File: config.mk
export PLATFORM = sky130hd
export DESIGN_NAME = desi_top
export DESIGN_NICKNAME = d
export VERILOG_FILES = /design/src/rtl/desi_pkg.sv /design/src/rtl/desi_top.sv /design/src/rtl/desi_search.sv
export SDC_FILE = /design/constraint.sdc
export NUM_CORES = 1
export LEC_CHECK = 0
export CAP_MARGIN = 20
export CORE_ASPECT_RATIO = 0.5
export CORE_MARGIN = 4
export CORE_UTILIZATION = 59
export CTS_CLUSTER_DIAMETER = 60
export DETAILED_ROUTE_END_ITERATION = 8
export DONT_BUFFER_PORTS = 1
export PLACE_DENSITY_LB_ADDON = 0.3
export SLEW_MARGIN = 20
export SYNTH_ARGS = -nofsm -noshare
export SYNTH_HDL_FRONTEND = slang
export SYNTH_HIERARCHICAL = 1
export SYNTH_SLANG_ARGS = --single-unit
File: constraint.sdc
create_clock -name ref_clk -period 6.1 [get_ports ref_clk]
set_input_delay 0.915 -clock ref_clk [delete_from_list [all_inputs] [get_ports ref_clk]]
set_output_delay 0.915 -clock ref_clk [all_outputs]
set_load 0.05 [all_outputs]
File: src/rtl/desi_pkg.sv
/*
  Shared constants and carrier types for the demodulator event, interrupt and
  status block. Assumes a single 125 MHz clock domain and byte-wide registers
  reached through an eight-bit address/data register port.
*/
`default_nettype none
package desi_pkg;
  // Register offsets.
  localparam logic [7:0] OFF_FLAGS_HIGH = 8'h00;
  localparam logic [7:0] OFF_FLAGS_MID = 8'h01;
  localparam logic [7:0] OFF_FLAGS_LOW = 8'h02;
  localparam logic [7:0] OFF_STATE_HIGH = 8'h04;
  localparam logic [7:0] OFF_STATE_LOW = 8'h05;
  localparam logic [7:0] OFF_IE_HIGH = 8'h1c;
  localparam logic [7:0] OFF_IE_MID = 8'h1d;
  localparam logic [7:0] OFF_IE_LOW = 8'h1e;
  localparam logic [7:0] OFF_STAT_SEL = 8'h20;
  // Reset values.
  localparam logic [7:0] RST_BYTE = 8'h00;
  localparam logic [23:0] RST_FLAGS = 24'h000000;
  // Event vector bit positions (flags and enables share layout).
  localparam int EV_CARRIER_TIMING_LOCK = 23;
  localparam int EV_CT_UNLOCK = 22;
  localparam int EV_FULL_LOCK = 21;
  localparam int EV_UNLOCK = 20;
  localparam int EV_TIMING_SYNC_LOCK = 19;
  localparam int EV_TS_UNLOCK = 18;
  localparam int EV_CS_LOCK = 17;
  localparam int EV_CS_UNLOCK = 16;
  localparam int EV_FE_GAIN_LOCK = 15;
  localparam int EV_TG_LOCK = 14;
  localparam int EV_TG_UNLOCK = 13;
  localparam int EV_REC_LOCK = 12;
  localparam int EV_REC_UNLOCK = 11;
  localparam int EV_CALC_DONE = 10;
  localparam int EV_TIMING_SYNC_MAXIMUM = 9;
  localparam int EV_CS_MAX = 8;
  localparam int EV_STATE_CHANGE = 7;
  localparam int EV_FREQ_END = 6;
  localparam int EV_RATE_END = 5;
  localparam int EV_AFC_OK = 4;
  localparam int EV_AFC_FAIL = 3;
  localparam int EV_NEXT_STEP = 2;
  localparam int EV_SAME_STEP = 1;
  localparam int EV_LOOP_LIMIT = 0;
  // Number of symbol-rate sub-ranges.
  localparam int NUM_SUBRANGES = 12;
  // One unit of the lock-wait interval, in ns, and its cycle count at 8 ns.
  localparam int LOCK_UNIT_NS = 1000;
  localparam int CLK_PERIOD_NS = 8;
  localparam int LOCK_UNIT_CYC = LOCK_UNIT_NS / CLK_PERIOD_NS;
  // Live lock indications from the demodulator datapath.
  typedef struct packed {
    logic [1:0] quality;
    logic recovery;
    logic timing_gain;
    logic timing;
    logic carrier;
    logic frontend_gain;
  } desi_lock_s;
  // Search engine control state.
  typedef enum logic [1:0] {SR_IDLE, SR_SWEEP, SR_WAIT_FEC, SR_LOCKED} desi_search_e;
endpackage
`default_nettype wire

File: src/rtl/desi_top.sv
/*
  Demodulator event, interrupt and status block: 24 clear-on-read event flags,
  per-event interrupt enables, status pin selection and live status bytes.
  Assumes a byte register port driven by the serial-bus slave on ref_clk and
  datapath inputs that may be asynchronous, so they are synchronised here.
*/
`default_nettype none
module desi_top (
  input wire logic ref_clk,
  input wire logic rstn,
  // Register port: address, write data, strobes, read data.
  input wire logic [7:0] reg_addr,
  input wire logic [7:0] reg_wdata,
  input wire logic reg_wr,
  input wire logic reg_rd,
  output logic [7:0] reg_rdata,
  // Search configuration from other registers of the device.
  input wire logic go,
  input wire logic [15:0] symbol_rate_setting,
  input wire logic [7:0] fec_wait_units,
  // Datapath indications, asynchronous to ref_clk.
  input wire desi_pkg::desi_lock_s lock_in,
  input wire logic carrier_timing_lock_raw,
  input wire logic fec_lock,
  input wire logic freq_sweep_done,
  input wire logic [5:0] misc_events,
  input wire logic [1:0] afc_events,
  // Pins.
  output logic irq_n,
  output logic status_pin
);
  // Synchroniser stages for all asynchronous inputs.
  localparam int SW = 18;
  logic [SW-1:0] sync1_q;
  logic [SW-1:0] sync2_q;
  logic [SW-1:0] prev_q;
  logic [SW-1:0] async_in;
  assign async_in = {lock_in, carrier_timing_lock_raw, fec_lock, freq_sweep_done, misc_events, afc_events};
  // Two flip-flops before any logic reads the inputs.
  always_ff @(posedge ref_clk or negedge rstn)
  begin
    if (!rstn)
    begin
      sync1_q <= '0;
      sync2_q <= '0;
      prev_q <= '0;
    end
    else
    begin
      sync1_q <= async_in;
      sync2_q <= sync1_q;
      prev_q <= sync2_q;
    end
  end
  // Synchronised view of the inputs.
  desi_pkg::desi_lock_s lk;
  logic ct_raw_s;
  logic fec_s;
  logic sweep_done_s;
  logic sweep_done_rise;
  logic [5:0] misc_s;
  logic [1:0] afc_s;
  assign {lk, ct_raw_s, fec_s, sweep_done_s, misc_s, afc_s} = sync2_q;
  assign sweep_done_rise = sweep_done_s && !prev_q[8];
  // Search engine outputs.
  logic carrier_timing_lock;
  logic full_lock;
  logic [3:0] subrange;
  logic freq_end_p;
  logic rate_end_p;
  logic sweeping;
  logic state_chg_p;
  logic known_mode;
  assign known_mode = symbol_rate_setting[15];
  // Search sequencing and lock handover.
  desi_search desi_search_inst (
    .ref_clk(ref_clk),
    .rstn(rstn),
    .go(go),
    .search_mode(known_mode),
    .subrange_sel(symbol_rate_setting[11:0]),
    .carrier_timing_lock_raw(ct_raw_s),
    .fec_lock(fec_s),
    .fec_wait_units(fec_wait_units),
    .freq_sweep_done(sweep_done_rise),
    .carrier_timing_lock(carrier_timing_lock),
    .full_lock(full_lock),
    .subrange(),
    .freq_end_pulse(freq_end_p),
    .rate_end_pulse(rate_end_p),
    .sweeping(sweeping),
    .state_change_pulse(state_chg_p)
  );
  // Previous values of engine levels, for lock/unlock edges.
  logic ct_prev_q;
  logic full_prev_q;
  always_ff @(posedge ref_clk or negedge rstn)
  begin
    if (!rstn)
    begin
      ct_prev_q <= 1'b0;
      full_prev_q <= 1'b0;
    end
    else
    begin
      ct_prev_q <= carrier_timing_lock;
      full_prev_q <= full_lock;
    end
  end
  // Live timing sweep: engine sweeping without timing lock; carrier sweep: engine sweeping with timing lock but no carrier lock.
  logic ts_sweep;
  logic cs_sweep;
  assign ts_sweep = sweeping && !lk.timing;
  assign cs_sweep = sweeping && lk.timing && !lk.carrier;
  // Rising and falling edge of one synchronised bit.
  function automatic logic rise(input logic now, input logic was);
    return now && !was;
  endfunction
  // Event vector, one bit per flag position.
  logic [23:0] ev;
  always_comb
  begin
    ev = 24'h000000;
    ev[desi_pkg::EV_CARRIER_TIMING_LOCK] = carrier_timing_lock && !ct_prev_q;
    ev[desi_pkg::EV_CT_UNLOCK] = !carrier_timing_lock && ct_prev_q;
    ev[desi_pkg::EV_FULL_LOCK] = full_lock && !full_prev_q;
    ev[desi_pkg::EV_UNLOCK] = !full_lock && full_prev_q;
    ev[desi_pkg::EV_TIMING_SYNC_LOCK] = rise(sync2_q[13], prev_q[13]);
    ev[desi_pkg::EV_TS_UNLOCK] = rise(prev_q[13], sync2_q[13]);
    ev[desi_pkg::EV_CS_LOCK] = rise(sync2_q[12], prev_q[12]);
    ev[desi_pkg::EV_CS_UNLOCK] = rise(prev_q[12], sync2_q[12]);
    ev[desi_pkg::EV_FE_GAIN_LOCK] = rise(sync2_q[11], prev_q[11]);
    ev[desi_pkg::EV_TG_LOCK] = rise(sync2_q[14], prev_q[14]);
    ev[desi_pkg::EV_TG_UNLOCK] = rise(prev_q[14], sync2_q[14]);
    ev[desi_pkg::EV_REC_LOCK] = rise(sync2_q[15], prev_q[15]);
    ev[desi_pkg::EV_REC_UNLOCK] = rise(prev_q[15], sync2_q[15]);
    ev[desi_pkg::EV_CALC_DONE] = rise(misc_s[5], prev_q[7]);
    ev[desi_pkg::EV_TIMING_SYNC_MAXIMUM] = rise(misc_s[4], prev_q[6]);
    ev[desi_pkg::EV_CS_MAX] = rise(misc_s[3], prev_q[5]);
    ev[desi_pkg::EV_STATE_CHANGE] = state_chg_p;
    ev[desi_pkg::EV_FREQ_END] = freq_end_p;
    ev[desi_pkg::EV_RATE_END] = rate_end_p;
    ev[desi_pkg::EV_AFC_OK] = rise(afc_s[1], prev_q[1]);
    ev[desi_pkg::EV_AFC_FAIL] = rise(afc_s[0], prev_q[0]);
    ev[desi_pkg::EV_NEXT_STEP] = rise(misc_s[2], prev_q[4]);
    ev[desi_pkg::EV_SAME_STEP] = rise(misc_s[1], prev_q[3]);
    ev[desi_pkg::EV_LOOP_LIMIT] = rise(misc_s[0], prev_q[2]);
  end
  // Register decode strobes.
  logic rd_fh;
  logic rd_fm;
  logic rd_fl;
  assign rd_fh = reg_rd && (reg_addr == desi_pkg::OFF_FLAGS_HIGH);
  assign rd_fm = reg_rd && (reg_addr == desi_pkg::OFF_FLAGS_MID);
  assign rd_fl = reg_rd && (reg_addr == desi_pkg::OFF_FLAGS_LOW);
  // Per-bit clear mask for the flag bytes being read.
  logic [23:0] clr;
  assign clr = {{8{rd_fh}}, {8{rd_fm}}, {8{rd_fl}}};
  // Sticky event flags.
  logic [23:0] flags_q;
  logic [23:0] flags_d;
  assign flags_d = (flags_q & ~clr) | ev;
  // Flags latch independently of the enables, so enables never gate ev here.
  always_ff @(posedge ref_clk or negedge rstn)
  begin
    if (!rstn)
    begin
      flags_q <= desi_pkg::RST_FLAGS;
    end
    else
    begin
      flags_q <= flags_d;
    end
  end
  // Interrupt enables, three bytes; and status pin select.
  logic [23:0] ie_q;
  logic [7:0] sel_q;
  always_ff @(posedge ref_clk or negedge rstn)
  begin
    if (!rstn)
    begin
      ie_q <= {3{desi_pkg::RST_BYTE}};
      sel_q <= desi_pkg::RST_BYTE;
    end
    else if (reg_wr)
    begin
      if (reg_addr == desi_pkg::OFF_IE_HIGH)
      begin
        ie_q[23:16] <= reg_wdata;
      end
      if (reg_addr == desi_pkg::OFF_IE_MID)
      begin
        ie_q[15:8] <= reg_wdata;
      end
      if (reg_addr == desi_pkg::OFF_IE_LOW)
      begin
        ie_q[7:0] <= reg_wdata;
      end
      if (reg_addr == desi_pkg::OFF_STAT_SEL)
      begin
        sel_q <= reg_wdata;
      end
    end
  end
  // Live status bytes.
  logic [7:0] state_high;
  logic [7:0] state_low;
  assign state_high = {lk.quality, lk.recovery, lk.timing_gain, lk.timing, lk.carrier,
                       carrier_timing_lock, full_lock};
  assign state_low = {ts_sweep, cs_sweep, 6'h00};
  // Read data mux; unmapped offsets read as zero.
  always_ff @(posedge ref_clk or negedge rstn)
  begin
    if (!rstn)
    begin
      reg_rdata <= desi_pkg::RST_BYTE;
    end
    else if (reg_rd)
    begin
      unique case (reg_addr)
        desi_pkg::OFF_FLAGS_HIGH: reg_rdata <= flags_q[23:16];
        desi_pkg::OFF_FLAGS_MID: reg_rdata <= flags_q[15:8];
        desi_pkg::OFF_FLAGS_LOW: reg_rdata <= flags_q[7:0];
        desi_pkg::OFF_STATE_HIGH: reg_rdata <= state_high;
        desi_pkg::OFF_STATE_LOW: reg_rdata <= state_low;
        desi_pkg::OFF_IE_HIGH: reg_rdata <= ie_q[23:16];
        desi_pkg::OFF_IE_MID: reg_rdata <= ie_q[15:8];
        desi_pkg::OFF_IE_LOW: reg_rdata <= ie_q[7:0];
        desi_pkg::OFF_STAT_SEL: reg_rdata <= sel_q;
        default: reg_rdata <= desi_pkg::RST_BYTE;
      endcase
    end
  end
  // Pin drivers are registered so glitches from the OR trees never reach the board.
  always_ff @(posedge ref_clk or negedge rstn)
  begin
    if (!rstn)
    begin
      irq_n <= 1'b1;
      status_pin <= 1'b0;
    end
    else
    begin
      irq_n <= ~|(flags_q & ie_q);
      status_pin <= |(sel_q[7:1] & {ts_sweep, cs_sweep, lk.recovery, lk.timing_gain,
                                    lk.timing, lk.carrier, carrier_timing_lock});
    end
  end
endmodule
`default_nettype wire

File: src/rtl/desi_search.sv
/*
  Search sequencer: frequency sweep, symbol-rate sub-range stepping and the
  carrier-timing lock to full lock handover. Assumes one clock domain and a
  datapath that reports lock levels and a frequency-range-end strobe.
*/
`default_nettype none
module desi_search (
  input wire logic ref_clk,
  input wire logic rstn,
  input wire logic go,
  input wire logic search_mode,
  input wire logic [11:0] subrange_sel,
  input wire logic carrier_timing_lock_raw,
  input wire logic fec_lock,
  input wire logic [7:0] fec_wait_units,
  input wire logic freq_sweep_done,
  output logic carrier_timing_lock,
  output logic full_lock,
  output logic [3:0] subrange,
  output logic freq_end_pulse,
  output logic rate_end_pulse,
  output logic sweeping,
  output logic state_change_pulse
);
  // Current sequencer state.
  desi_pkg::desi_search_e state_q;
  // Counts cycles inside one wait unit.
  logic [15:0] unit_cnt_q;
  // Counts wait units spent waiting for the decoder.
  logic [7:0] wait_cnt_q;
  // Highest selected sub-range strictly below a given index.
  function automatic logic [4:0] next_below(input logic [11:0] sel, input logic [4:0] from);
    logic [4:0] r;
    r = 5'h1f;
    for (int i = 0; i < desi_pkg::NUM_SUBRANGES; i++)
    begin
      if (sel[i] && (5'(i) < from))
      begin
        r = 5'(i);
      end
    end
    return r;
  endfunction
  logic [4:0] top_sel;
  logic [4:0] lower_sel;
  assign top_sel = next_below(subrange_sel, 5'h10);
  assign lower_sel = next_below(subrange_sel, {1'b0, subrange});
  // Sequencer: sweep, wait for decoder, hold lock.
  always_ff @(posedge ref_clk or negedge rstn)
  begin
    if (!rstn)
    begin
      state_q <= desi_pkg::SR_IDLE;
      subrange <= 4'h0;
      freq_end_pulse <= 1'b0;
      rate_end_pulse <= 1'b0;
      state_change_pulse <= 1'b0;
      unit_cnt_q <= 16'h0000;
      wait_cnt_q <= 8'h00;
    end
    else
    begin
      freq_end_pulse <= 1'b0;
      rate_end_pulse <= 1'b0;
      state_change_pulse <= 1'b0;
      unique case (state_q)
        desi_pkg::SR_IDLE:
        begin
          if (go)
          begin
            state_q <= desi_pkg::SR_SWEEP;
            state_change_pulse <= 1'b1;
            subrange <= (top_sel[4]) ? 4'h0 : top_sel[3:0];
          end
        end
        desi_pkg::SR_SWEEP:
        begin
          if (carrier_timing_lock_raw)
          begin
            state_q <= desi_pkg::SR_WAIT_FEC;
            state_change_pulse <= 1'b1;
            unit_cnt_q <= 16'h0000;
            wait_cnt_q <= 8'h00;
          end
          else if (freq_sweep_done)
          begin
            freq_end_pulse <= 1'b1;
            if (search_mode)
            begin
              if (lower_sel[4])
              begin
                rate_end_pulse <= 1'b1;
                subrange <= (top_sel[4]) ? 4'h0 : top_sel[3:0];
              end
              else
              begin
                subrange <= lower_sel[3:0];
              end
            end
          end
        end
        desi_pkg::SR_WAIT_FEC:
        begin
          if (fec_lock)
          begin
            state_q <= desi_pkg::SR_LOCKED;
            state_change_pulse <= 1'b1;
          end
          else if (!carrier_timing_lock_raw || wait_cnt_q >= fec_wait_units)
          begin
            state_q <= desi_pkg::SR_SWEEP;
            state_change_pulse <= 1'b1;
          end
          else if (unit_cnt_q == 16'(desi_pkg::LOCK_UNIT_CYC - 1))
          begin
            unit_cnt_q <= 16'h0000;
            wait_cnt_q <= wait_cnt_q + 8'h01;
          end
          else
          begin
            unit_cnt_q <= unit_cnt_q + 16'h0001;
          end
        end
        desi_pkg::SR_LOCKED:
        begin
          // Losing either lock sends the engine back to searching.
          if (!carrier_timing_lock_raw || !fec_lock)
          begin
            state_q <= desi_pkg::SR_SWEEP;
            state_change_pulse <= 1'b1;
          end
        end
      endcase
    end
  end
  // Lock and sweep levels follow the state directly.
  assign carrier_timing_lock = (state_q == desi_pkg::SR_WAIT_FEC) || (state_q == desi_pkg::SR_LOCKED);
  assign full_lock = (state_q == desi_pkg::SR_LOCKED);
  assign sweeping = (state_q == desi_pkg::SR_SWEEP);
endmodule
`default_nettype wire

---- After elaboration in Yosys (flattened, before gate mapping) ----
Index checks and enable logic that the tools add are counted.
word-level totals
  register bits after elaboration ......... 153
  bits of input ports ..................... 63
  output and inout bits ................... 10
cells by class
  add/sub/neg operators ................... 2
  magnitude comparators ................... 13
  equality and inequality tests ........... 22
  muxes and demuxes ....................... 62
  bitwise logic cells ..................... 5
  reduce and logical (&&, ||, !) cells .... 82
operators by type and width
  kind                                                                 count
  5-bit 2-to-1 mux                                                     24
  8-bit case mux with 9 select lines                                   1
  16-bit 2-to-1 mux                                                    4
  24-bit AND                                                           2
  1-bit logical AND                                                    40
  8-bit 2-to-1 mux                                                     4
  16-bit case mux with 2 select lines                                  1
  1-bit zero test                                                      25
  8-bit by 5-bit == test with 1-bit output, second input constant      3
  4-bit 2-to-1 mux                                                     6
  24-bit NOT                                                           1
  24-bit bitwise OR                                                    1
  24-bit OR reduction                                                  1
  16-bit by 1-bit adder with 16-bit output, second input constant      1
  16-bit by 7-bit == test with 1-bit output, second input constant     1
  8-bit by 3-bit == test with 1-bit output, second input constant      2
  3-bit by 4-bit < comparator with 1-bit output, first input constant  4
  4-bit < comparator, first input constant                             4
  8-bit case mux with 2 select lines                                   1
  1-bit 2-to-1 mux                                                     13
  2-bit inequality test, second input constant                         6
  2-bit 2-to-1 mux                                                     5
  5-bit AND reduction                                                  2
  8-bit by 1-bit adder with 8-bit output, second input constant        1
  other kinds (21)                                                     33

---- Logic depth before layout (Yosys ltp) ----
Gate-level depths: netlist (run 1).
  word-level depth ........................ 19
  depth in mapped cells ................... 10
  gate-level depth less buffers ........... 8

---- Modules after synthesis ----
The synthesis (run 1) kept the hierarchy.
by module, submodules not included
  module       times used  cells an instance  area an instance (µm²)
  desi_top     1           340                4,700.8
  desi_search  1           301                2,466.1

---- Least setup slack after synthesis (run 1) ----
No wires, ideal clock.
  path kind ............................... input to register
  start point ............................. input port fec_wait_units[0]
  end point ............................... register desi_search_inst.unit_cnt_q[10]
  arrival time ............................ 2.865 ns
  setup slack ............................. 3.140 ns
  stages .................................. 9
  buffers on the path ..................... 2
  cell sequence ........................... ha_1 nand2b_1 a2111oi_2 o311a_1 o21ai_1 or2_2 clkbuf_1 buf_4 o31ai_1
on the way
  cells in the longest elaborated chain, start to end .. 4
RTL lines
  what                                    line                text
  start, declared                         desi_top.sv:20      input wire logic [7:0] fec_wait_units,
  8-bit greater-or-equal comparator       desi_search.sv:109  else if (!carrier_timing_lock_raw || wait_cnt_q >= fec_wait_units)
  1-bit logical OR                        desi_search.sv:109
  2-bit inequality test (no source line)  --
  4-bit AND reduction (no source line)    --
  end signal, assigned                    desi_search.sv:121  unit_cnt_q <= unit_cnt_q + 16'h0001;
  end, declared                           desi_search.sv:28   logic [15:0] unit_cnt_q;
Every way passes these cells.
A chain may end at the register's enable or synchronous reset.

---- Worst setup path in the final report (run 1) ----
  start point ............................. input port fec_wait_units[0]
  end point ............................... register desi_search_inst.unit_cnt_q[9]
The elaborated chain is that of the path after synthesis.

==> impl_metrics.csv, run 1 <==
group,metric,value,unit
flow_run,drv_cap,0,
cts,post_cts_buffers,0,
routing,highest_layer,"met4",
logic_synthesis,ys_types,74,
cts,cts_tree,"built",
power,cellPowerDensity,345.3,nW/um^2
timing,drv_slew,0,
timing,finalCritPeriodShare,0.4588,
layout,layout_common_cells,"dfrtp_1 (150), inv_1 (40), nand2_1 (36), o21ai_0 (33), nor2_1 (31)",
cts,cts.path.max_buffers,2,
power,power_frac_comb,0.175,
timing,rsz0062_at_grt,"no",
timing,finClkSkew,0.009901,ns
die,die-area,14080,um^2
timing,finalSetupTns,0,ns
logic_synthesis,netlist_instances,641,
cts,hold_buffers,0,
logic_synthesis,synth_edf_count,0,
logic_synthesis,ys.flop_type,"dfrtp_1",
layout,diodes,0,
critical_path,required,6.41,ns
logic_synthesis,syn_avg_cell_area,11.18,um^2
power,p_leak,3.451,nW
cts,clock-sinks,151,
cts,clkSlewWorstSetupHoldPaths,0.07,ns
global_route,globalRouteTotalUtil,0.2500,
global_route,grt_pass1_wl,27460,um
placed_design,gp_congestion,0.8905,
critical_path,r2r-end,"desi_search_inst/unit_cnt_q[9]",
power,seqPwrFrac,0.434,
logic_synthesis,synthArstFlopShare,1.000,
cts,clk_latency,0.42,ns
layout,final_nets,716,
cts,cts_max_level,4,
critical_path,cp_slowest_cell,"or2_2",
logic_synthesis,ys_ff_latch,151,
critical_path,crit_type,"in -> reg",
routing,wl_per_cell,20.49,um
power,p_sw,867.6,uW
power,power.internal,1.851,mW
run_status,status,"finished, final reports clean",
power,swShare,0.3191,
layout,drive_above_1_share,0.1015,
global_route,antenna_found_initial,0,
critical_path,critical_path_peak_fanout,18,
critical_path,rr_worst_depth,8,
critical_path,crit_end,"desi_search_inst/unit_cnt_q[9]",
critical_path,end_kind,"flop",
timing,hold_viol,0,
routing,drt_iter0_markers,547,
critical_path,max_stage_delay,0.48,ns
power,p_clk_frac,0.390,
critical_path,worstSetupStartpointType,"input pin",
timing,slew_headroom,0.3041,
timing,worst_pin_slew,1.038,ns
logic_synthesis,synth.cell_area,7167,um^2
routing,route.vias.total,5347,
critical_path,rr_startpoint,"desi_search_inst/wait_cnt_q[0]",
placed_design,dp_hpwl,11350,um
die,start_util,0.6052,
routing,wl_met1,7061,um
layout,final_common_cell,"dfrtp_1",
routing,postRouteAntennaNets,0,
critical_path,cp_data_arrival_time,3.11,ns
routing,drt_wl_total,16700,um
routing,drc,0,
die,io_pins,73,
power,peakVddDrop,240.9,uV
cts,cts_buffers,17,
layout,area_growth_syn_to_layout,9.881,%
timing,fmax,357.3,MHz
critical_path,crit_start,"fec_wait_units[0]",
routing,wl_met3,1622,um
global_route,grt_remaining_overflow,0,
die,die_height,85.94,um
cts,postCtsResizedCells,0,
critical_path,cp_cell_sequence,"ha_1 -> nand2b_1 -> a2111oi_2 -> o311a_1 -> o21ai_2 -> or2_2 -> o41ai_1",
routing,route.met2.wl,7645,um
routing,firstDrtPassIters,6,
min_path,hold_path.class,"in -> async",
placed_design,port_buffers,0,
power,power.total,2.719,mW
cts,cts_root_buf,"clkbuf_16",
timing,finalSetupViolCount,0,
routing,viasPerCell,6.561,
global_route,grt_pass1_vias,5245,
logic_synthesis,ys_warn_count,6,
critical_path,r2r_setup_slack,3.31,ns
die,row_count,28,
timing,fin_crit,2.799,ns
die,die_width,163.9,um
die,core,11840,um^2
global_route,grt_max_degree,152,
logic_synthesis,ys_seq_area_frac,0.5274,
logic_synthesis,syn_nets,720,
per-layer routing:
metal / track usage / up-vias
met5: 0 / -
met1: 0.3404 / 2650
li1: - / 2402
met2: 0.3815 / 259
met3: 0.08113 / 36
met4: 0.08828 / 0
cell type report:
cell class	count	area, um^2
clock buffer	17	425.4
clock inverter	15	176.4
fill	897	3966
inverter	40	150.1
sequential	151	3780
tap	165	206.4
multi-input combinational	427	3137
through the flow:
stage | util | setup WS [ns] | hold slack (ns) | instances | area (um^2)
after detailed placement | 0.6139 | 2.652 | 0.3347 | 783 | 7269
after global routing | 0.6650 | 3.108 | 0.1613 | 815 | 7875
after floorplan | - | 3.140 | 0.3312 | 641 | 7167
after CTS | 0.6647 | 3.090 | 0.1698 | 815 | 7871
final | 0.6650 | 3.301 | 0.1843 | 815 | 7875
after global placement | 0.6139 | 2.690 | 0.3318 | 783 | 7269
flip-flops by register name, indices dropped and copies added, names as in the netlist:
signal,flops
desi_search_inst/subrange,4
flags_q,24
desi_search_inst/unit_cnt_q,16
desi_search_inst/state_q,2
full_prev_q,1
sel_q,8
ie_q,24
reg_rdata,8
desi_search_inst/wait_cnt_q,8
desi_search_inst/freq_end_pulse,1
desi_search_inst/rate_end_pulse,1
ct_prev_q,1
sync1_q,18
desi_search_inst/state_change_pulse,1
prev_q,14
sync2_q,18
irq_n,1
status_pin,1
cell usage after synthesis (all sizes together), types with 8 or more instances:
cell type,n,area [um^2]
nor2,32,136.4
nor4,10,68.81
nor3,19,111.4
ha,16,200.2
clkbuf,14,52.55
nor2b,10,62.56
and2,10,62.56
o31ai,13,102.6
dfrtp,150,3754
mux2,33,371.6
inv,40,150.1
o2bb2ai,14,122.6
nand3,17,100.1
a22oi,22,165.2
buf,9,51.30
a21oi,14,70.07
a22o,15,131.4
o21ai,34,170.2
mux2i,18,180.2
nand2b,8,50.05
nand4,10,62.56
nand2,37,141.4
a211oi,8,60.06
cells by family (layout without fill, tap and decap cells):
family                   after synthesis  after routing  share of synthesized area
multiplexers                          51             51                    0.07699
XOR/XNOR                               5              5                   0.006110
AND/OR/NAND/NOR                      183            183                     0.1451
AO/OA/AOI/OAI                        171            171                     0.1796
buffers and inverters                 63             72                    0.03544
flip-flops                           151            151                     0.5274
adder cells (fa/ha/maj)               17             17                    0.02933
worst max-delay path, delay by kind of cell:
| family | cells | cell delay (ns) |
|---|---|---|
| compound gates | 4 | 1.30 |
| fa+ha+maj | 1 | 0.26 |
| simple gates | 2 | 0.64 |
worst min path at each step:
stage	depth (start not counted)	to	start
final	0	sync2_q[17]	rstn
after global routing	0	flags_q[12]	rstn
after CTS	0	flags_q[12]	rstn
after detailed placement	0	sync2_q[10]	sync1_q[10]
after global placement	0	sync2_q[13]	sync1_q[13]
after floorplan	0	sync2_q[0]	sync1_q[0]
power groups by stage:
stage | clock, mW | combinational, mW | sequential (mW)
after detailed placement | 0 | 0.461 | 1.20
final | 1.06 | 0.476 | 1.18
after CTS | 1.08 | 0.466 | 1.18
after floorplan | 0 | 0.412 | 1.14
after global placement | 0 | 0.445 | 1.19
after global routing | 1.13 | 0.535 | 1.19
No activity file was read; power rests on OpenSTA's default activity.
==> inputs of run 2 (changes only) <==
--- a/config.mk
+++ b/config.mk
@@ -5,10 +5,11 @@
 export SDC_FILE = /design/constraint.sdc
 export NUM_CORES = 1
 export LEC_CHECK = 0
+export ABC_AREA = 1
 export CAP_MARGIN = 20
 export CORE_ASPECT_RATIO = 0.5
 export CORE_MARGIN = 4
-export CORE_UTILIZATION = 59
+export CORE_UTILIZATION = 58
 export CTS_CLUSTER_DIAMETER = 60
 export DETAILED_ROUTE_END_ITERATION = 8
 export DONT_BUFFER_PORTS = 1
==> constraint.sdc (replaced) <==
create_clock -name ref_clk -period 2.5 [get_ports ref_clk]
set_input_delay 0.375 -clock ref_clk [delete_from_list [all_inputs] [get_ports ref_clk]]
set_output_delay 0.375 -clock ref_clk [all_outputs]
set_load 0.05 [all_outputs]
==> run 2 against run 1 <==
Effect of this change: the run now ends with hold timing left; core utilization grew 2.1 points; die area grew 5.5%; power grew to 2.5 times the previous value; first-iteration DRC count grew 5.7%; critical path type is now reg -> reg; highest routed layer unchanged.
==> impl_metrics.csv, run 2 <==
group,metric,value,unit
layout,num-fill-cells,932,
logic_synthesis,netlist_instances,843,
logic_synthesis,synth_edf_count,0,
layout,multi_input_area,3074,um^2
global_route,grt_remaining_overflow,0,
layout,area_growth_syn_to_layout,12.09,%
global_route,antenna_found_initial,0,
timing,finalCritPeriodShare,0.8642,
cts,cts.path.max_buffers,2,
power,seqPwrFrac,0.408,
timing,fmax,462.9,MHz
logic_synthesis,synth.cell_area,7463,um^2
routing,drt_iter0_markers,578,
logic_synthesis,ys.flop_type,"dfrtp_1",
cts,cts_tree,"built",
layout,fin_util,0.6862,
die,core,12190,um^2
routing,postRouteAntennaNets,0,
die,die_height,88.21,um
critical_path,worstSetupStartpointType,"flop",
cts,cts_buffers,17,
logic_synthesis,ys_seq_area_frac,0.5065,
timing,drv_slew,0,
layout,diodes,0,
cts,cts_max_level,4,
power,power_frac_comb,0.202,
power,swShare,0.3060,
critical_path,worst_path_most_repeated_cell,"nand4_1",
layout,fin_cells,1046,
timing,fin_crit,2.160,ns
logic_synthesis,ys_ff_latch,151,
layout,regArea,3780,um^2
placed_design,port_buffers,0,
logic_synthesis,ys_top_cells_by_count,"nand2_1 (182), dfrtp_1 (150), inv_1 (122)",
power,p_clk_frac,0.389,
logic_synthesis,ys_types,53,
placed_design,gp_congestion,0.9820,
routing,drt_wl_total,17120,um
critical_path,r2r_setup_slack,0.34,ns
power,p_sw,2.106,mW
cts,clkSlewWorstSetupHoldPaths,0.06,ns
critical_path,cp_cell_sequence,"ha_1 -> a21oi_1 -> o21a_1 -> nand4_1 -> nand2_1 -> nand2_4 -> inv_2 -> nand4_1 -> xor2_1 -> nor2_1",
layout,layout_common_cells,"nand2_1 (182), dfrtp_1 (150), inv_1 (122), nor2_1 (57), o21ai_0 (57)",
logic_synthesis,netlist.area_leader.share,0.5029,
global_route,globalRouteTotalUtil,0.2446,
routing,route.vias.total,5808,
cts,clock-sinks,151,
logic_synthesis,synthArstFlopShare,1.000,
critical_path,crit_type,"reg -> reg",
routing,drc,0,
flow_run,drv_cap,0,
die,io_pins,73,
critical_path,r2r-end,"desi_search_inst/unit_cnt_q[15]",
critical_path,end_kind,"flop",
die,die-area,14860,um^2
cts,clk_latency,0.42,ns
timing,finalSetupTns,0,ns
timing,hold_viol,151,
critical_path,max_stage_delay,0.43,ns
timing,slew_headroom,0.6012,
critical_path,rr_startpoint,"desi_search_inst/wait_cnt_q[5]",
placed_design,postPlaceCellArea,7566,um^2
run_status,violations,"hold timing",
critical_path,critical_path_peak_fanout,16,
power,power.internal,4.776,mW
timing,whs,-0.3447,ns
global_route,grt_max_degree,152,
layout,stdcell_area,8366,um^2
global_route,grt_pass1_wl,28530,um
global_route,grt_pass1_vias,5680,
cts,hold_buffers,18,
power,peakVddDrop,511.5,uV
layout,final_nets,948,
timing,finalWorstSetupSlack,0.3396,ns
power,cellPowerDensity,822.6,nW/um^2
logic_synthesis,synth.area.top_cells,"dfrtp_1 (50%), nand2_1 (9.2%), inv_1 (6.1%)",
die,start_util,0.6122,
critical_path,cp_data_arrival_time,2.46,ns
routing,firstDrtPassIters,7,
die,die_width,168.4,um
timing,rsz0062_at_grt,"no",
power,p_leak,4.029,nW
placed_design,dp_cells,997,
logic_synthesis,syn_nets,922,
logic_synthesis,synth_most_common_cell,"nand2_1",
layout,reg.largest.list,"flags_q: 24 flops, ie_q: 24 flops",
die,row_count,28,
timing,finalSetupViolCount,0,
power,power.total,6.882,mW
routing,viasPerCell,5.553,
routing,wl_per_cell,16.36,um
critical_path,cp_slowest_cell,"dfrtp_1",
min_path,hold_path.class,"in -> async",
logic_synthesis,syn_avg_cell_area,8.853,um^2
layout,drive_above_1_share,0.1192,
layout,final_common_cell,"nand2_1",
logic_synthesis,synth_top_cell_by_area,"dfrtp_1",
logic_synthesis,ys_warn_count,6,
cts,cts_root_buf,"clkbuf_16",
critical_path,rr_worst_depth,10,
placed_design,dp_hpwl,12330,um
timing,worst_pin_slew,0.5937,ns
run_status,status,"finished with violations",
placed_design,pre_cts_ws,0.3113,ns
timing,finClkSkew,0.008524,ns
critical_path,required,2.80,ns
-- run 2: cell type report --
cell class | count | share of cell area
Sequential cell | 151 | 0.4518
Multi-Input combinational cell | 548 | 0.3675
Tap cell | 165 | 0.02468
Clock inverter | 11 | 0.02064
Timing Repair Buffer | 19 | 0.02243
Clock buffer | 20 | 0.05340
Inverter | 132 | 0.05953
-- run 2: how the worst max path moves through the flow --
stage / start / slack (ns) / endpoint / cells after the start
after floorplan: desi_search_inst/wait_cnt_q[5] / 0.64 / desi_search_inst/unit_cnt_q[11] / 11
after global placement: desi_search_inst/wait_cnt_q[5] / 0.34 / desi_search_inst/unit_cnt_q[6] / 9
after detailed placement: desi_search_inst/wait_cnt_q[5] / 0.31 / desi_search_inst/unit_cnt_q[6] / 9
after CTS: desi_search_inst/wait_cnt_q[5] / 0.31 / desi_search_inst/unit_cnt_q[6] / 9
after global routing: desi_search_inst/wait_cnt_q[5] / 0.07 / desi_search_inst/unit_cnt_q[15] / 10
final: desi_search_inst/wait_cnt_q[5] / 0.34 / desi_search_inst/unit_cnt_q[15] / 10
-- run 2: routing by layer --
layer / global-route usage / wire [um] / vias to the layer above
li1: - / - / 2797
met1: 0.3315 / 7287 / 2739
met2: 0.3941 / 7922 / 246
met3: 0.07006 / 1636 / 26
met4: 0.06922 / 268 / 0
met5: 0 / 0 / -
-- run 2: cells by family (layout without fill, tap and decap cells) --
family	count (synthesis)	count (layout)	synth area share
xor+xnor	14	14	0.01643
flops	151	151	0.5065
buf+inv	144	182	0.08164
simple gates	368	368	0.2434
fa+ha+maj	16	16	0.02682
compound gates	150	150	0.1252
-- run 2: power by group through the flow --
stage | registers [mW] | logic (mW) | clock network [mW]
after CTS | 2.80 | 1.40 | 2.72
after floorplan | 2.80 | 1.17 | 0
after global routing | 2.83 | 1.59 | 2.85
after detailed placement | 2.84 | 1.36 | 0
after global placement | 2.84 | 1.31 | 0
final | 2.81 | 1.39 | 2.68
-- run 2: critical path, delay by kind of cell, from the launching register on --
family	cells	cell delay, ns
simple gates	5	0.68
flops	1	0.43
fa+ha+maj	1	0.31
compound gates	2	0.29
buf+inv	1	0.19
xor+xnor	1	0.15
-- run 2: what timing repair did --
action,4_1_cts,5_1_grt
setup buffers,0,0
endpoints found under the setup margin,0,0
hold endpoints to repair,169,151
resized for setup,0,0
==> inputs of run 3 (changes only) <==
--- a/config.mk
+++ b/config.mk
@@ -10,10 +10,10 @@
 export CORE_ASPECT_RATIO = 0.5
 export CORE_MARGIN = 4
 export CORE_UTILIZATION = 58
-export CTS_CLUSTER_DIAMETER = 60
+export CTS_CLUSTER_DIAMETER = 50
 export DETAILED_ROUTE_END_ITERATION = 8
 export DONT_BUFFER_PORTS = 1
-export PLACE_DENSITY_LB_ADDON = 0.3
+export PLACE_DENSITY = 0.76
 export SLEW_MARGIN = 20
 export SYNTH_ARGS = -nofsm -noshare
 export SYNTH_HDL_FRONTEND = slang
==> run 3 against run 2 <==
Effect of this change: the run still ends with hold timing left; worst hold slack worse by 0.013 ns; clock skew hardly changed; design area is 0.54% higher; global-route usage is 1.0 points higher; first-iteration DRC count is 14% higher; fmax is 3.5% lower; non-clock buffer count is 1 higher; sequential share of layout area is 0.24 points lower; final cell count is 0.19% higher; die area stayed put; critical endpoint unchanged; power is 2.6% higher; setup slack worse by 0.079 ns.
==> impl_metrics.csv, run 3 (synthesis gave the netlist of run 2 again) <==
group,metric,value,unit
critical_path,cp_data_arrival_time,2.52,ns
critical_path,path_buf_inv,1,
routing,wl_per_cell,16.79,um
global_route,grt_max_degree,152,
timing,slew_headroom,0.6044,
die,die_width,168.4,um
die,row_count,28,
layout,drive_above_1_share,0.1212,
global_route,globalRouteTotalUtil,0.2548,
placed_design,dp_hpwl,12380,um
critical_path,cp_slowest_cell,"dfrtp_1",
global_route,grt_pass1_vias,5807,
timing,finalSetupTns,0,ns
cts,clk_latency,0.42,ns
power,swShare,0.3041,
layout,final_common_cell,"nand2_1",
cts,postCtsResizedCells,0,
critical_path,required,2.78,ns
routing,drc,0,
die,io_pins,73,
critical_path,worst_path_most_repeated_cell,"nand4_1",
critical_path,end_kind,"flop",
power,p_leak,4.058,nW
layout,fin_util,0.6899,
power,power_frac_comb,0.201,
layout,stdcell_area,8411,um^2
cts,cts.path.max_buffers,2,
critical_path,critical_path_peak_fanout,16,
min_path,hold_path.class,"in -> async",
cts,cts_tree,"built",
die,core,12190,um^2
layout,area_growth_syn_to_layout,12.69,%
routing,viasPerCell,5.660,
critical_path,crit_type,"reg -> reg",
layout,final_nets,949,
die,die_height,88.21,um
cts,hold_buffers,18,
routing,firstDrtPassIters,5,
global_route,antenna_found_initial,0,
run_status,violations,"hold timing",
flow_run,drv_cap,0,
placed_design,postPlaceCellArea,7574,um^2
critical_path,max_stage_delay,0.43,ns
cts,cts_buffers,17,
critical_path,cp_cell_sequence,"ha_1 -> a21oi_1 -> o21a_1 -> nand4_1 -> nand2_1 -> nand2_4 -> inv_2 -> nand4_1 -> xor2_1 -> nor2_1",
layout,layout_common_cells,"nand2_1 (182), dfrtp_1 (150), inv_1 (122), nor2_1 (57), o21ai_0 (57)",
timing,rsz0062_at_grt,"no",
layout,fin_cells,1048,
layout,diodes,0,
power,p_clk_frac,0.402,
cts,clock-sinks,151,
layout,reg.largest.list,"flags_q: 24 flops, ie_q: 24 flops",
timing,whs,-0.3581,ns
routing,drt_iter0_markers,658,
die,start_util,0.6122,
critical_path,crit_start,"desi_search_inst/wait_cnt_q[5]",
power,p_sw,2.146,mW
timing,finClkSkew,0.008508,ns
power,cellPowerDensity,839.2,nW/um^2
power,peakVddDrop,461.7,uV
die,die-area,14860,um^2
timing,fmax,446.6,MHz
timing,drv_slew,0,
critical_path,worstSetupStartpointType,"flop",
timing,finalSetupViolCount,0,
cts,clkSlewWorstSetupHoldPaths,0.06,ns
routing,postRouteAntennaNets,0,
timing,fin_crit,2.239,ns
global_route,grt_remaining_overflow,0,
cts,post_cts_buffers,0,
power,power.internal,4.912,mW
power,seqPwrFrac,0.397,
global_route,grt_pass1_wl,29350,um
placed_design,port_buffers,0,
cts,cts_root_buf,"clkbuf_16",
critical_path,rr_startpoint,"desi_search_inst/wait_cnt_q[5]",
placed_design,dp_cells,998,
run_status,status,"finished with violations",
routing,route.vias.total,5932,
placed_design,gp_congestion,0.9440,
routing,drt_wl_total,17590,um
critical_path,path_delay_family,"simple AND/OR/NAND/NOR gates",
timing,worst_pin_slew,0.5890,ns
cts,cts_max_level,4,
layout,num-fill-cells,908,
timing,finalCritPeriodShare,0.8956,
timing,hold_viol,151,
[run 3: layer usage]
metal	global-route usage	vias up	wire length, um
met4	0.08837	0	339
met5	0	-	0
met1	0.3390	2897	7503
met2	0.4127	197	8201
met3	0.07050	35	1549
li1	-	2803	-
[run 3: layout make-up]
type,instances,area [um^2],share of cell area
Sequential cell,151,3780,0.4494
Clock buffer,21,460.4,0.05475
Tap cell,165,206.4,0.02455
Timing Repair Buffer,20,195.2,0.02321
Clock inverter,11,196.4,0.02336
Multi-Input combinational cell,548,3074,0.3655
Inverter,132,498.0,0.05921
[run 3: final timing paths]
check / to / cells past startpoint / slack (ns)
worst max-delay path: desi_search_inst/unit_cnt_q[15] / 10 / 0.26
worst min-delay path: ie_q[6] / 0 / -0.36
worst max register to register: desi_search_inst/unit_cnt_q[15] / 10 / 0.26
worst min register to register: sync2_q[4] / 0 / 0.34
max in group asynchronous: irq_n / 0 / 2.63
min in group ref_clk: ie_q[11] / 2 / 0.06
[run 3: power groups by stage]
stage / combinational, mW / clock [mW] / sequential (mW)
after CTS: 1.42 / 2.86 / 2.80
after global placement: 1.34 / 0 / 2.84
after global routing: 1.61 / 2.99 / 2.83
after detailed placement: 1.38 / 0 / 2.84
after floorplan: 1.17 / 0 / 2.80
final: 1.42 / 2.84 / 2.80
[run 3: per-stage QoR]
step	power, mW	setup WS (ns)
CTS	7.075	0.2353
global placement	4.170	0.3421
finish	7.058	0.2610
floorplan	3.964	0.6382
global route	7.427	0.06572
detailed placement	4.221	0.2932
